<file path="config.mk">
export PLATFORM = sky130hd
export DESIGN_NAME = adc_chain_sequencer
export DESIGN_NICKNAME = d
export VERILOG_FILES = /design/src/design/adc_seq_pkg.sv /design/src/design/body_trigger_unit.sv /design/src/design/adc_chain_sequencer.sv
export SDC_FILE = /design/constraint.sdc
export NUM_CORES = 1
export LEC_CHECK = 0
export BUFFER_PORTS_ARGS = -buffer_cell sky130_fd_sc_hd__buf_2
export CAP_MARGIN = 20
export CELL_PAD_IN_SITES_DETAIL_PLACEMENT = 0
export CELL_PAD_IN_SITES_GLOBAL_PLACEMENT = 1
export CORE_MARGIN = 5
export CORE_UTILIZATION = 45
export DETAILED_ROUTE_END_ITERATION = 7
export HOLD_SLACK_MARGIN = 0.03
export PLACE_DENSITY_LB_ADDON = 0.12
export RECOVER_POWER = 100
export SLEW_MARGIN = 25
export SYNTH_ARGS = -nofsm -noshare
export SYNTH_HDL_FRONTEND = slang
export SYNTH_HIERARCHICAL = 1
export SYNTH_SLANG_ARGS = --single-unit
</file>
<file path="constraint.sdc">
create_clock -name clock -period 2.8 [get_ports clock]
set_input_delay 0.42 -clock clock [delete_from_list [all_inputs] [get_ports clock]]
set_output_delay 0.42 -clock clock [all_outputs]
set_load 0.05 [all_outputs]
</file>
<file path="src/design/adc_seq_pkg.sv">
`default_nettype none
package adc_seq_pkg;

    // Register byte offsets
    localparam logic [7:0] OFF_CTRL = 8'h00;
    localparam logic [7:0] OFF_STATUS = 8'h04;
    localparam logic [7:0] OFF_NMASK = 8'h08;
    localparam logic [7:0] OFF_JMASK = 8'h0C;
    localparam logic [7:0] OFF_PEND = 8'h10;
    localparam logic [7:0] OFF_LOST = 8'h14;
    localparam logic [7:0] OFF_RESULT = 8'h20;

    // Control field positions
    localparam int CTRL_NORMAL_CHAIN_RUNNING_FLAG = 0;
    localparam int CTRL_INJECTED_CHAIN_RUNNING_FLAG = 1;
    localparam int CTRL_SCAN = 2;
    localparam int CTRL_DIV_LSB = 4;
    localparam int DIV_W = 4;

    // Status field positions
    localparam int STAT_NRUN = 0;
    localparam int STAT_JRUN = 1;
    localparam int STAT_TPEND = 2;
    localparam int STAT_CH_LSB = 8;

    // Result word valid bit
    localparam int RES_VALID = 31;

    // Values after reset
    localparam logic [DIV_W-1:0] DIV_FULL_RATE = 4'h0;
    localparam logic [31:0] WORD_RST = 32'h0000_0000;

    // Phase lengths in clock cycles
    localparam logic [3:0] SAMPLE_CYCLES = 4'h4;
    localparam logic [3:0] CONVERT_CYCLES = 4'hA;

    // Default channel count and result width
    localparam int NUM_CH_DEF = 8;
    localparam int DATA_W_DEF = 10;

    // Converter phase, one-hot
    typedef enum logic [2:0] {
        ST_IDLE = 3'b001,
        ST_SAMPLE = 3'b010,
        ST_CONVERT = 3'b100
    } seq_state_type;

    // Kind of chain in service
    typedef enum logic [1:0] {
        K_NORM = 2'h0,
        K_INJ = 2'h1,
        K_TRIG = 2'h2
    } chain_kind_type;

endpackage
`default_nettype wire

</file>
<file path="src/design/body_trigger_unit.sv">
`timescale 1ns/1ps
`default_nettype none

// Forwards timer and other trigger requests; timer channel number forwarded only at full rate
module body_trigger_unit #(
    parameter int CHW = 3
) (
    // System
    input wire logic clock,
    input wire logic srst,
    // Clock divider setting of this unit
    input wire logic [adc_seq_pkg::DIV_W-1:0] trigger_clock_divider,
    // Periodic interval timer source
    input wire logic timer_req,
    input wire logic [CHW-1:0] timer_ch,
    // Non-timer source
    input wire logic ext_req,
    input wire logic [CHW-1:0] ext_ch,
    // Forwarded request
    output logic req,
    output logic [CHW-1:0] ch
);

    logic req_q; // Forwarded request pulse
    logic [CHW-1:0] ch_q; // Forwarded channel
    logic [CHW-1:0] last_q; // Channel of last non-timer request
    logic divided; // Unit runs slower than system clock

    assign divided = trigger_clock_divider != adc_seq_pkg::DIV_FULL_RATE;
    assign req = req_q;
    assign ch = ch_q;

    // Request always forwarded; timer channel lost when divided
    always_ff @(posedge clock) begin
        if (srst) begin
            req_q <= 1'b0;
            ch_q <= '0;
            last_q <= '0;
        end else begin
            req_q <= ext_req || timer_req;
            if (ext_req) begin
                ch_q <= ext_ch;
                last_q <= ext_ch;
            end else if (timer_req) begin
                // Stale channel, zero before any other request
                ch_q <= divided ? last_q : timer_ch;
            end
        end
    end

    AST_TIMER_FORWARDED: assert property (@(posedge clock) disable iff (srst)
        timer_req |=> req) else $error("timer request not forwarded");

    AST_STALE_CHANNEL: assert property (@(posedge clock) disable iff (srst)
        timer_req && !ext_req && divided |=> ch == $past(last_q))
        else $error("divided timer channel not stale");

endmodule

`default_nettype wire

</file>
<file path="src/design/adc_chain_sequencer.sv">
// Behaviour
// - Injected or trigger requests preempt running conversions
// - Preempted conversion-phase sample is discarded, lost
// - Lost sample sets neither valid nor pending
// - Last-channel preemption may give two end events
// - Sampling preemption: channel restored; immediate end event only if it is the last channel
// - Scan mode: conversion preemption gives no second event
// - One-shot: last-channel conversion preemption restarts whole chain, else next channel follows
// - Running flags stay set while more events follow
// - Divided trigger unit still forwards timer requests
// - Then channel is last non-timer one, else zero
`timescale 1ns/1ps
`default_nettype none

module adc_chain_sequencer #(
    parameter int NUM_CH = adc_seq_pkg::NUM_CH_DEF,
    parameter int DATA_W = adc_seq_pkg::DATA_W_DEF,
    localparam int CHW = $clog2(NUM_CH)
) (
    // System
    input wire logic clock,
    input wire logic srst,
    // APB slave
    input wire logic [7:0] paddr,
    input wire logic psel,
    input wire logic penable,
    input wire logic pwrite,
    input wire logic [31:0] pwdata,
    output logic [31:0] prdata,
    output logic pready,
    output logic pslverr,
    // Cross trigger unit request
    input wire logic cross_trig_req,
    input wire logic [CHW-1:0] cross_trig_ch,
    // Body trigger unit sources
    input wire logic timer_trig_req,
    input wire logic [CHW-1:0] timer_trig_ch,
    input wire logic body_ext_req,
    input wire logic [CHW-1:0] body_ext_ch,
    // Converter data
    input wire logic [DATA_W-1:0] conv_data,
    // Converter control
    output logic sample_active,
    output logic convert_active,
    output logic [CHW-1:0] channel_select,
    // Chain end events
    output logic normal_chain_end_irq,
    output logic injected_chain_end_irq
);

    // Channel has no masked channel above it
    function automatic logic is_last(input logic [NUM_CH-1:0] m, input logic [CHW-1:0] c);
        logic r;
        r = 1'b1;
        for (int i = 0; i < NUM_CH; i++) begin
            if (i > int'(c) && m[i]) begin
                r = 1'b0;
            end
        end
        return r;
    endfunction

    // Register address match
    function automatic logic hit(input logic [7:0] a, input logic [7:0] off);
        return a == off;
    endfunction

    // APB state
    logic pready_q; // Access phase answered
    logic [31:0] prdata_q; // Read data
    logic pslverr_q; // Unmapped address
    logic [31:0] rdata_d; // Read mux
    logic mapped_d; // Address decodes
    logic access; // Access phase
    logic wr_hs; // Write takes effect
    logic rd_hs; // Read completes
    logic res_hit; // Result window hit
    logic [7:0] res_off; // Offset into result window
    logic [CHW-1:0] res_idx; // Result channel addressed

    // Configuration
    logic scan_q; // Continuous scan of normal chain
    logic [adc_seq_pkg::DIV_W-1:0] div_q; // trigger_clock_divider
    logic [NUM_CH-1:0] nmask_q; // normal_channel_mask
    logic [NUM_CH-1:0] jmask_q; // injected_channel_mask
    logic normal_chain_running_flag_wr; // Software starts normal chain
    logic injected_chain_running_flag_wr; // Software starts injected chain

    // Sequencer state
    adc_seq_pkg::seq_state_type state_q; // Converter phase
    adc_seq_pkg::chain_kind_type kind_q; // Chain in service
    logic [CHW-1:0] ch_q; // Channel in service
    logic [3:0] cnt_q; // Phase cycles left
    logic nrun_q; // normal_chain_running_flag
    logic jrun_q; // injected_chain_running_flag
    logic [CHW-1:0] nptr_q; // Next normal channel
    logic [CHW-1:0] jptr_q; // Next injected channel
    logic tpend_q; // Trigger waiting
    logic [CHW-1:0] tch_q; // Channel of waiting trigger
    logic nirq_q; // normal_chain_end_irq
    logic jirq_q; // injected_chain_end_irq

    // Results
    logic [DATA_W-1:0] result_q [NUM_CH]; // channel_result_register data
    logic [NUM_CH-1:0] valid_q; // Result valid
    logic [NUM_CH-1:0] pend_q; // channel_pending_status
    logic [NUM_CH-1:0] lost_q; // Sample lost to preemption

    // Events
    logic preempt; // Running chain must yield
    logic done_evt; // Conversion completes
    logic lost_evt; // Conversion discarded
    logic [NUM_CH-1:0] cur_mask; // Mask of chain in service
    logic cur_last; // Channel in service is the last
    logic body_req; // Body trigger request
    logic [CHW-1:0] body_ch; // Body trigger channel

    // Outputs straight from flops
    assign prdata = prdata_q;
    assign pready = pready_q;
    assign pslverr = pslverr_q;
    assign sample_active = state_q[1];
    assign convert_active = state_q[2];
    assign channel_select = ch_q;
    assign normal_chain_end_irq = nirq_q;
    assign injected_chain_end_irq = jirq_q;

    // Timer and other body triggers
    body_trigger_unit #(
        .CHW(CHW)
    ) u_body (
        .clock(clock),
        .srst(srst),
        .trigger_clock_divider(div_q),
        .timer_req(timer_trig_req),
        .timer_ch(timer_trig_ch),
        .ext_req(body_ext_req),
        .ext_ch(body_ext_ch),
        .req(body_req),
        .ch(body_ch)
    );

    // Bus decode
    assign access = psel && penable;
    assign wr_hs = access && pready_q && pwrite && mapped_d;
    assign rd_hs = access && pready_q && !pwrite && mapped_d;
    assign res_off = paddr - adc_seq_pkg::OFF_RESULT;
    assign res_idx = res_off[CHW+1:2];
    assign res_hit = paddr >= adc_seq_pkg::OFF_RESULT && paddr[1:0] == 2'h0
        && res_off < 8'(4 * NUM_CH);
    assign normal_chain_running_flag_wr = wr_hs && hit(paddr, adc_seq_pkg::OFF_CTRL)
        && pwdata[adc_seq_pkg::CTRL_NORMAL_CHAIN_RUNNING_FLAG];
    assign injected_chain_running_flag_wr = wr_hs && hit(paddr, adc_seq_pkg::OFF_CTRL)
        && pwdata[adc_seq_pkg::CTRL_INJECTED_CHAIN_RUNNING_FLAG];

    // Read mux
    always_comb begin
        rdata_d = adc_seq_pkg::WORD_RST;
        mapped_d = 1'b1;
        if (hit(paddr, adc_seq_pkg::OFF_CTRL)) begin
            rdata_d[adc_seq_pkg::CTRL_SCAN] = scan_q;
            rdata_d[adc_seq_pkg::CTRL_DIV_LSB +: adc_seq_pkg::DIV_W] = div_q;
        end else if (hit(paddr, adc_seq_pkg::OFF_STATUS)) begin
            rdata_d[adc_seq_pkg::STAT_NRUN] = nrun_q;
            rdata_d[adc_seq_pkg::STAT_JRUN] = jrun_q;
            rdata_d[adc_seq_pkg::STAT_TPEND] = tpend_q;
            rdata_d[adc_seq_pkg::STAT_CH_LSB +: CHW] = ch_q;
        end else if (hit(paddr, adc_seq_pkg::OFF_NMASK)) begin
            rdata_d[NUM_CH-1:0] = nmask_q;
        end else if (hit(paddr, adc_seq_pkg::OFF_JMASK)) begin
            rdata_d[NUM_CH-1:0] = jmask_q;
        end else if (hit(paddr, adc_seq_pkg::OFF_PEND)) begin
            rdata_d[NUM_CH-1:0] = pend_q;
        end else if (hit(paddr, adc_seq_pkg::OFF_LOST)) begin
            rdata_d[NUM_CH-1:0] = lost_q;
        end else if (res_hit) begin
            rdata_d[adc_seq_pkg::RES_VALID] = valid_q[res_idx];
            rdata_d[DATA_W-1:0] = result_q[res_idx];
        end else begin
            // Unmapped: zero data and error
            mapped_d = 1'b0;
        end
    end

    // APB answer: one wait state, data captured in the first access cycle
    always_ff @(posedge clock) begin
        if (srst) begin
            pready_q <= 1'b0;
            prdata_q <= adc_seq_pkg::WORD_RST;
            pslverr_q <= 1'b0;
        end else begin
            pready_q <= access && !pready_q;
            if (access && !pready_q) begin
                prdata_q <= rdata_d;
                pslverr_q <= !mapped_d;
            end else begin
                pslverr_q <= 1'b0;
            end
        end
    end

    // Configuration registers
    always_ff @(posedge clock) begin
        if (srst) begin
            scan_q <= 1'b0;
            div_q <= adc_seq_pkg::DIV_FULL_RATE;
            nmask_q <= '0;
            jmask_q <= '0;
        end else if (wr_hs) begin
            if (hit(paddr, adc_seq_pkg::OFF_CTRL)) begin
                scan_q <= pwdata[adc_seq_pkg::CTRL_SCAN];
                div_q <= pwdata[adc_seq_pkg::CTRL_DIV_LSB +: adc_seq_pkg::DIV_W];
            end
            if (hit(paddr, adc_seq_pkg::OFF_NMASK)) begin
                nmask_q <= pwdata[NUM_CH-1:0];
            end
            if (hit(paddr, adc_seq_pkg::OFF_JMASK)) begin
                jmask_q <= pwdata[NUM_CH-1:0];
            end
        end
    end

    // Trigger beats injected beats normal; a trigger is never preempted
    assign preempt = state_q != adc_seq_pkg::ST_IDLE
        && ((tpend_q && kind_q != adc_seq_pkg::K_TRIG)
        || (jrun_q && kind_q == adc_seq_pkg::K_NORM));
    assign cur_mask = kind_q == adc_seq_pkg::K_INJ ? jmask_q : nmask_q;
    assign cur_last = is_last(cur_mask, ch_q);
    assign done_evt = state_q == adc_seq_pkg::ST_CONVERT && cnt_q == 4'h0 && !preempt;
    assign lost_evt = state_q == adc_seq_pkg::ST_CONVERT && preempt;

    // Chain sequencer
    always_ff @(posedge clock) begin
        if (srst) begin
            state_q <= adc_seq_pkg::ST_IDLE;
            kind_q <= adc_seq_pkg::K_NORM;
            ch_q <= '0;
            cnt_q <= 4'h0;
            nrun_q <= 1'b0;
            jrun_q <= 1'b0;
            nptr_q <= '0;
            jptr_q <= '0;
            tpend_q <= 1'b0;
            tch_q <= '0;
            nirq_q <= 1'b0;
            jirq_q <= 1'b0;
        end else begin
            nirq_q <= 1'b0;
            jirq_q <= 1'b0;
            case (state_q)
                adc_seq_pkg::ST_IDLE: begin
                    // Pick highest-priority work, skipping unmasked channels
                    if (tpend_q) begin
                        kind_q <= adc_seq_pkg::K_TRIG;
                        ch_q <= tch_q;
                        tpend_q <= 1'b0;
                        state_q <= adc_seq_pkg::ST_SAMPLE;
                        cnt_q <= adc_seq_pkg::SAMPLE_CYCLES - 4'h1;
                    end else if (jrun_q) begin
                        if (jmask_q[jptr_q]) begin
                            kind_q <= adc_seq_pkg::K_INJ;
                            ch_q <= jptr_q;
                            state_q <= adc_seq_pkg::ST_SAMPLE;
                            cnt_q <= adc_seq_pkg::SAMPLE_CYCLES - 4'h1;
                        end else begin
                            jptr_q <= CHW'(jptr_q + 1'b1);
                        end
                    end else if (nrun_q) begin
                        if (nmask_q[nptr_q]) begin
                            kind_q <= adc_seq_pkg::K_NORM;
                            ch_q <= nptr_q;
                            state_q <= adc_seq_pkg::ST_SAMPLE;
                            cnt_q <= adc_seq_pkg::SAMPLE_CYCLES - 4'h1;
                        end else begin
                            nptr_q <= CHW'(nptr_q + 1'b1);
                        end
                    end
                end
                adc_seq_pkg::ST_SAMPLE: begin
                    if (preempt) begin
                        // Pointer untouched so the channel is restored later
                        state_q <= adc_seq_pkg::ST_IDLE;
                        if (cur_last) begin
                            // Early end event, flag kept set
                            nirq_q <= kind_q == adc_seq_pkg::K_NORM;
                            jirq_q <= kind_q == adc_seq_pkg::K_INJ;
                        end
                    end else if (cnt_q == 4'h0) begin
                        state_q <= adc_seq_pkg::ST_CONVERT;
                        cnt_q <= adc_seq_pkg::CONVERT_CYCLES - 4'h1;
                    end else begin
                        cnt_q <= cnt_q - 4'h1;
                    end
                end
                adc_seq_pkg::ST_CONVERT: begin
                    if (preempt) begin
                        // Sample dropped, never restored
                        state_q <= adc_seq_pkg::ST_IDLE;
                        if (!cur_last) begin
                            if (kind_q == adc_seq_pkg::K_INJ) begin
                                jptr_q <= CHW'(ch_q + 1'b1);
                            end else begin
                                nptr_q <= CHW'(ch_q + 1'b1);
                            end
                        end else if (kind_q == adc_seq_pkg::K_NORM && scan_q) begin
                            // End event now; restart raises no second
                            nirq_q <= 1'b1;
                            nptr_q <= '0;
                        end else if (kind_q == adc_seq_pkg::K_INJ) begin
                            // Whole chain again, event at its end
                            jptr_q <= '0;
                        end else begin
                            nptr_q <= '0;
                        end
                    end else if (cnt_q == 4'h0) begin
                        state_q <= adc_seq_pkg::ST_IDLE;
                        if (kind_q != adc_seq_pkg::K_TRIG && cur_last) begin
                            // Chain complete: its own event type
                            if (kind_q == adc_seq_pkg::K_INJ) begin
                                jirq_q <= 1'b1;
                                jptr_q <= '0;
                                jrun_q <= 1'b0;
                            end else begin
                                nirq_q <= 1'b1;
                                nptr_q <= '0;
                                nrun_q <= scan_q;
                            end
                        end else if (kind_q == adc_seq_pkg::K_INJ) begin
                            jptr_q <= CHW'(ch_q + 1'b1);
                        end else if (kind_q == adc_seq_pkg::K_NORM) begin
                            nptr_q <= CHW'(ch_q + 1'b1);
                        end
                    end else begin
                        cnt_q <= cnt_q - 4'h1;
                    end
                end
                default: begin
                    state_q <= adc_seq_pkg::ST_IDLE;
                end
            endcase
            // New trigger wins over the take above; cross trigger first
            if (cross_trig_req) begin
                tpend_q <= 1'b1;
                tch_q <= cross_trig_ch;
            end else if (body_req) begin
                tpend_q <= 1'b1;
                tch_q <= body_ch;
            end
            // Software start of an idle chain with a non-empty mask
            if (normal_chain_running_flag_wr && !nrun_q && nmask_q != '0) begin
                nrun_q <= 1'b1;
                nptr_q <= '0;
            end
            if (injected_chain_running_flag_wr && !jrun_q && jmask_q != '0) begin
                jrun_q <= 1'b1;
                jptr_q <= '0;
            end
        end
    end

    // Results, pending and lost flags; hardware set beats software clear
    always_ff @(posedge clock) begin
        if (srst) begin
            valid_q <= '0;
            pend_q <= '0;
            lost_q <= '0;
            for (int i = 0; i < NUM_CH; i++) begin
                result_q[i] <= '0;
            end
        end else begin
            if (wr_hs && hit(paddr, adc_seq_pkg::OFF_PEND)) begin
                pend_q <= pend_q & ~pwdata[NUM_CH-1:0];
            end
            if (wr_hs && hit(paddr, adc_seq_pkg::OFF_LOST)) begin
                lost_q <= lost_q & ~pwdata[NUM_CH-1:0];
            end
            // Reading a result consumes its valid bit
            if (rd_hs && res_hit) begin
                valid_q[res_idx] <= 1'b0;
            end
            if (done_evt) begin
                result_q[ch_q] <= conv_data;
                valid_q[ch_q] <= 1'b1;
                pend_q[ch_q] <= 1'b1;
            end
            // Lost sample: no valid, no pending
            if (lost_evt) begin
                lost_q[ch_q] <= 1'b1;
            end
        end
    end

    AST_TRIG_PREEMPTS: assert property (@(posedge clock) disable iff (srst)
        state_q != adc_seq_pkg::ST_IDLE && tpend_q && kind_q != adc_seq_pkg::K_TRIG
        |=> state_q == adc_seq_pkg::ST_IDLE ##1 kind_q == adc_seq_pkg::K_TRIG)
        else $error("trigger did not preempt");

    AST_LOST_DISCARDED: assert property (@(posedge clock) disable iff (srst)
        lost_evt |=> lost_q[$past(ch_q)] && state_q == adc_seq_pkg::ST_IDLE)
        else $error("lost sample not discarded");

    AST_LOST_NOT_PENDING: assert property (@(posedge clock) disable iff (srst)
        lost_evt && !pend_q[ch_q] && !valid_q[ch_q]
        |=> !pend_q[$past(ch_q)] && !valid_q[$past(ch_q)])
        else $error("lost sample flagged");

    AST_SAMPLE_EARLY_NORMAL: assert property (@(posedge clock) disable iff (srst)
        state_q == adc_seq_pkg::ST_SAMPLE && preempt && cur_last
        && kind_q == adc_seq_pkg::K_NORM |=> normal_chain_end_irq && nrun_q)
        else $error("no early normal end event");

    AST_SAMPLE_EARLY_INJ: assert property (@(posedge clock) disable iff (srst)
        state_q == adc_seq_pkg::ST_SAMPLE && preempt && cur_last
        && kind_q == adc_seq_pkg::K_INJ |=> injected_chain_end_irq ##1 jrun_q)
        else $error("no early injected end event");

    AST_SCAN_NO_SECOND: assert property (@(posedge clock) disable iff (srst)
        lost_evt && cur_last && scan_q && kind_q == adc_seq_pkg::K_NORM
        |=> normal_chain_end_irq && nptr_q == '0 && nrun_q)
        else $error("scan preemption handling wrong");

    AST_ONESHOT_RESTART: assert property (@(posedge clock) disable iff (srst)
        lost_evt && cur_last && !scan_q && kind_q == adc_seq_pkg::K_NORM
        |=> !normal_chain_end_irq && nptr_q == '0 && nrun_q)
        else $error("one-shot chain not restarted");

    AST_FLAG_HELD: assert property (@(posedge clock) disable iff (srst)
        normal_chain_end_irq && $past(state_q) == adc_seq_pkg::ST_SAMPLE |-> nrun_q)
        else $error("running flag cleared too early");

    AST_SEPARATE_EVENTS: assert property (@(posedge clock) disable iff (srst)
        done_evt && cur_last && kind_q == adc_seq_pkg::K_INJ
        |=> injected_chain_end_irq && !normal_chain_end_irq)
        else $error("injected end on wrong output");

endmodule

`default_nettype wire

</file>
==> flow_metrics.py <==
metrics = {
    "synthesis": {
        "synth_edf_count": 80,
        "ys_types": 71,
        "netlist_instances": 880,
        "synth-simple-area-share_pct": 20.6,
        "synth_flop_cell": "dfxtp_1",
        "synth_top_family_by_area": "simple AND/OR/NAND/NOR gates",
        "synth_fa_ha_area_share_pct": 1.14,
        "netlist_area_um2": 8800,
        "ys.warnings.count": 6,
        "synth-xor-area-share_pct": 0.299,
        "yosysSeqAreaShare_pct": 48.2,
        "synth_compound_area_share_pct": 13.0,
        "avgSynthCellArea_um2": 10.0,
        "async_flop_share_pct": 0,
        "synth.ff_latch_count": 172,
        "muxShareOfSynthArea_pct": 11.9,
    },
    "routing": {
        "ant_nets": 0,
        "drt_wl_total_mm": 25.0,
        "wl_per_cell_um": 20.2,
        "drc": 0,
        "drtIter0Drc": 407,
        "viasPerCell": 5.62,
        "firstDrtPassIters": 5,
        "vias": 6934,
    },
    "clock_tree": {
        "cts_root_buf": "clkbuf_16",
        "numCtsBuffers": 17,
        "cts_setup_buffers": 0,
        "ctsHoldBuffers": 0,
        "clkTransAtPathRegs_ns": 0.07,
        "clock_sinks": 172,
        "cts_tree": "done",
        "clock_path_buffers": 2,
        "clock_latency_ns": 0.44,
        "cts_htree_levels": 4,
        "cts_resized": 0,
    },
    "power_and_ir_drop": {
        "peakVddDrop_v": 0.000384,
        "p_leak_uw": 0.00376,
        "powerDensity_nw_per_um2": 561,
    },
    "critical_path": {
        "r2r-start": "kind_q[0]$_SDFFE_PP0P_",
        "crit_path_end_kind": "register",
        "timing.reg2reg.setup_slack_ns": 0.09,
        "crit_required_ns": 2.90,
        "crit_path_start_kind": "register",
        "path_class": "register to register",
        "r2r-end": "result_q[0][3]$_SDFFCE_PN0P_",
        "r2r_cells": 7,
        "crit_fanout": 14,
        "worstPathArrival_ns": 2.82,
    },
    "final_layout": {
        "fin_cells": 1234,
        "fillCellCount": 1813,
        "antenna_cells": 0,
        "layout_common_cells": "nor2_1, nand2_1, dfxtp_1",
        "fin_nets": 1031,
        "final_common_cell": "nor2_1",
        "areaGrowthSynthToFinish_pct": 13.6,
        "drive_gt1_share_pct": 16.9,
    },
    "worst_hold_path": {
        "hp-class": "input pin to register",
        "min_from": "cross_trig_ch[2]",
        "holdPathEnd": "tch_q[2]$_SDFFE_PP0P_",
        "whs_path_depth": 3,
    },
    "floorplan": {
        "rows": 51,
        "ioPinCount": 108,
        "start_util_pct": 45.5,
        "die_x_um": 150,
        "fp.dieH_um": 150,
        "dieArea_um2": 22500,
        "core_um2": 19300,
    },
    "global_route": {
        "grt_max_degree": 66,
        "antenna_found_initial": 0,
        "gr-total-overflow": 0,
        "grt_usage_pct": 22.8,
        "grt_pass1_vias": 7018,
        "grt_pass1_wl_mm": 39.0,
    },
    "run": {
        "max_cap_violations": 0,
    },
    "placed_design": {
        "dp_hpwl_mm": 18.0,
        "gp_congestion": 0.874,
        "place_inst": 1202,
        "portBuffers": 63,
    },
    "sta": {
        "finalCritPeriodShare_pct": 96.8,
        "skew_ns": 0.0155,
        "slew_violations": 0,
        "finalCriticalPeriod_ns": 2.71,
        "fin_tns_setup_ns": 0,
        "setup_violations": 0,
        "fmax_ghz": 0.369,
        "hold_viol": 0,
        "max_slew_margin_pct": 8.29,
        "rsz0062_at_grt": "false",
        "worst_pin_slew_ns": 1.38,
    },
    "outcome": {
        "status": "finished, final reports clean",
    },
}
==> kinds of logic (layout without fill, tap and decap cells) <==
| group | after synthesis | in the layout |
|---|---|---|
| buf+inv | 88 | 158 |
| mux | 72 | 72 |
| other cells | 1 | 20 |
| xor+xnor | 3 | 3 |
| compound gates | 178 | 178 |
| simple gates | 358 | 358 |
| flops | 172 | 172 |
| fa+ha+maj | 8 | 8 |
==> report_power, final <==
group,switching [µW],internal (µW),total (µW)
Sequential,40.5,2690,2730
Clock,1110,1190,2300
Combinational,397,182,579
==> how the worst max path moves through the flow <==
stage | from | endpoint | slack, ns | cells past startpoint
after floorplan | state_q[2]$_SDFFE_PP0P_ | result_q[4][0]$_SDFFCE_PN0P_ | -0.01 | 7
after global placement | paddr[2] | prdata[0]$_SDFFE_PP0P_ | 0.25 | 8
after detailed placement | paddr[2] | prdata[0]$_SDFFE_PP0P_ | 0.25 | 8
after CTS | kind_q[0]$_SDFFE_PP0P_ | nptr_q[2]$_SDFFE_PP0P_ | 0.23 | 7
after global routing | paddr[2] | div_q[0]$_SDFFE_PP0N_ | 0.02 | 6
final | kind_q[0]$_SDFFE_PP0P_ | result_q[0][3]$_SDFFCE_PN0P_ | 0.09 | 7
==> worst max-delay path: stages, from the launching register on <==
cell,delay (ns)
dfxtp_1,0.62
nor2b_1,0.11
nor2_1,0.22
nor2_1,0.09
nor3_1,0.47
nand2b_1,0.30
o21ai_0,0.23
clkbuf_2,0.34
==> through the flow <==
step	hold WS [ns]	area (µm²)	total power (µW)	worst slack [ns]	util, %
global placement	0.462	9540	3360	0.246	49.3
CTS	0.213	10100	5670	0.234	52.3
detailed placement	0.467	9540	3370	0.251	49.3
floorplan	0.445	8870	3190	-0.0118	-
finish	0.228	10000	5610	0.0886	51.7
global route	0.239	10000	5810	0.0240	51.7
==> routing by layer <==
metal	GRT usage, %	up-vias	routed length [µm]
met5	0	-	0
met4	10.1	0	963
met3	4.24	53	1070
met2	39.9	197	12700
met1	27.3	3383	10200
li1	-	3301	-
==> synthesized netlist by cell type (6+ instances only) <==
cell type / n / area [µm²]
nor3_1: 11 / 55.1
nor2_1: 96 / 360
nand2_1: 92 / 345
dfxtp_1: 92 / 1840
a211oi_1: 8 / 60.1
o21ai_0: 33 / 165
a21oi_1: 59 / 295
clkbuf_1: 36 / 135
buf_4: 21 / 158
a31o_2: 8 / 70.1
buf_2: 10 / 50.1
edfxtp_1: 80 / 2400
inv_1: 11 / 41.3
nor2b_1: 7 / 43.8
o22ai_1: 14 / 87.6
a22oi_1: 8 / 60.1
ha_1: 8 / 100
and2_1: 85 / 532
mux2i_1: 44 / 440
nand3_1: 19 / 95.1
buf_1: 6 / 22.5
mux4_2: 26 / 586
nand2b_1: 11 / 68.8
o21ai_1: 6 / 30.0
a31oi_1: 6 / 37.5
nor4_1: 9 / 56.3
==> registers in the layout, indices dropped and copies added (netlist names), 2 cells and up <==
name	count
result_q	80
prdata	12
jmask_q	8
lost_q	8
nmask_q	8
pend_q	8
valid_q	8
cnt_q	4
div_q	4
channel_select	3
jptr_q	3
nptr_q	3
state_q	3
tch_q	3
u_body/ch	3
u_body/last_q	3
kind_q	2
==> cell type report <==
type	count	area [µm²]	area share, %
clock buffer	17	425	4.25
tap	265	332	3.31
inverter	15	56.3	0.563
timing repair buffer	111	614	6.14
multi-input combinational	639	4190	41.8
sequential	172	4240	42.4
clock inverter	15	146	1.46
No activity file was read; power rests on OpenSTA's default activity.
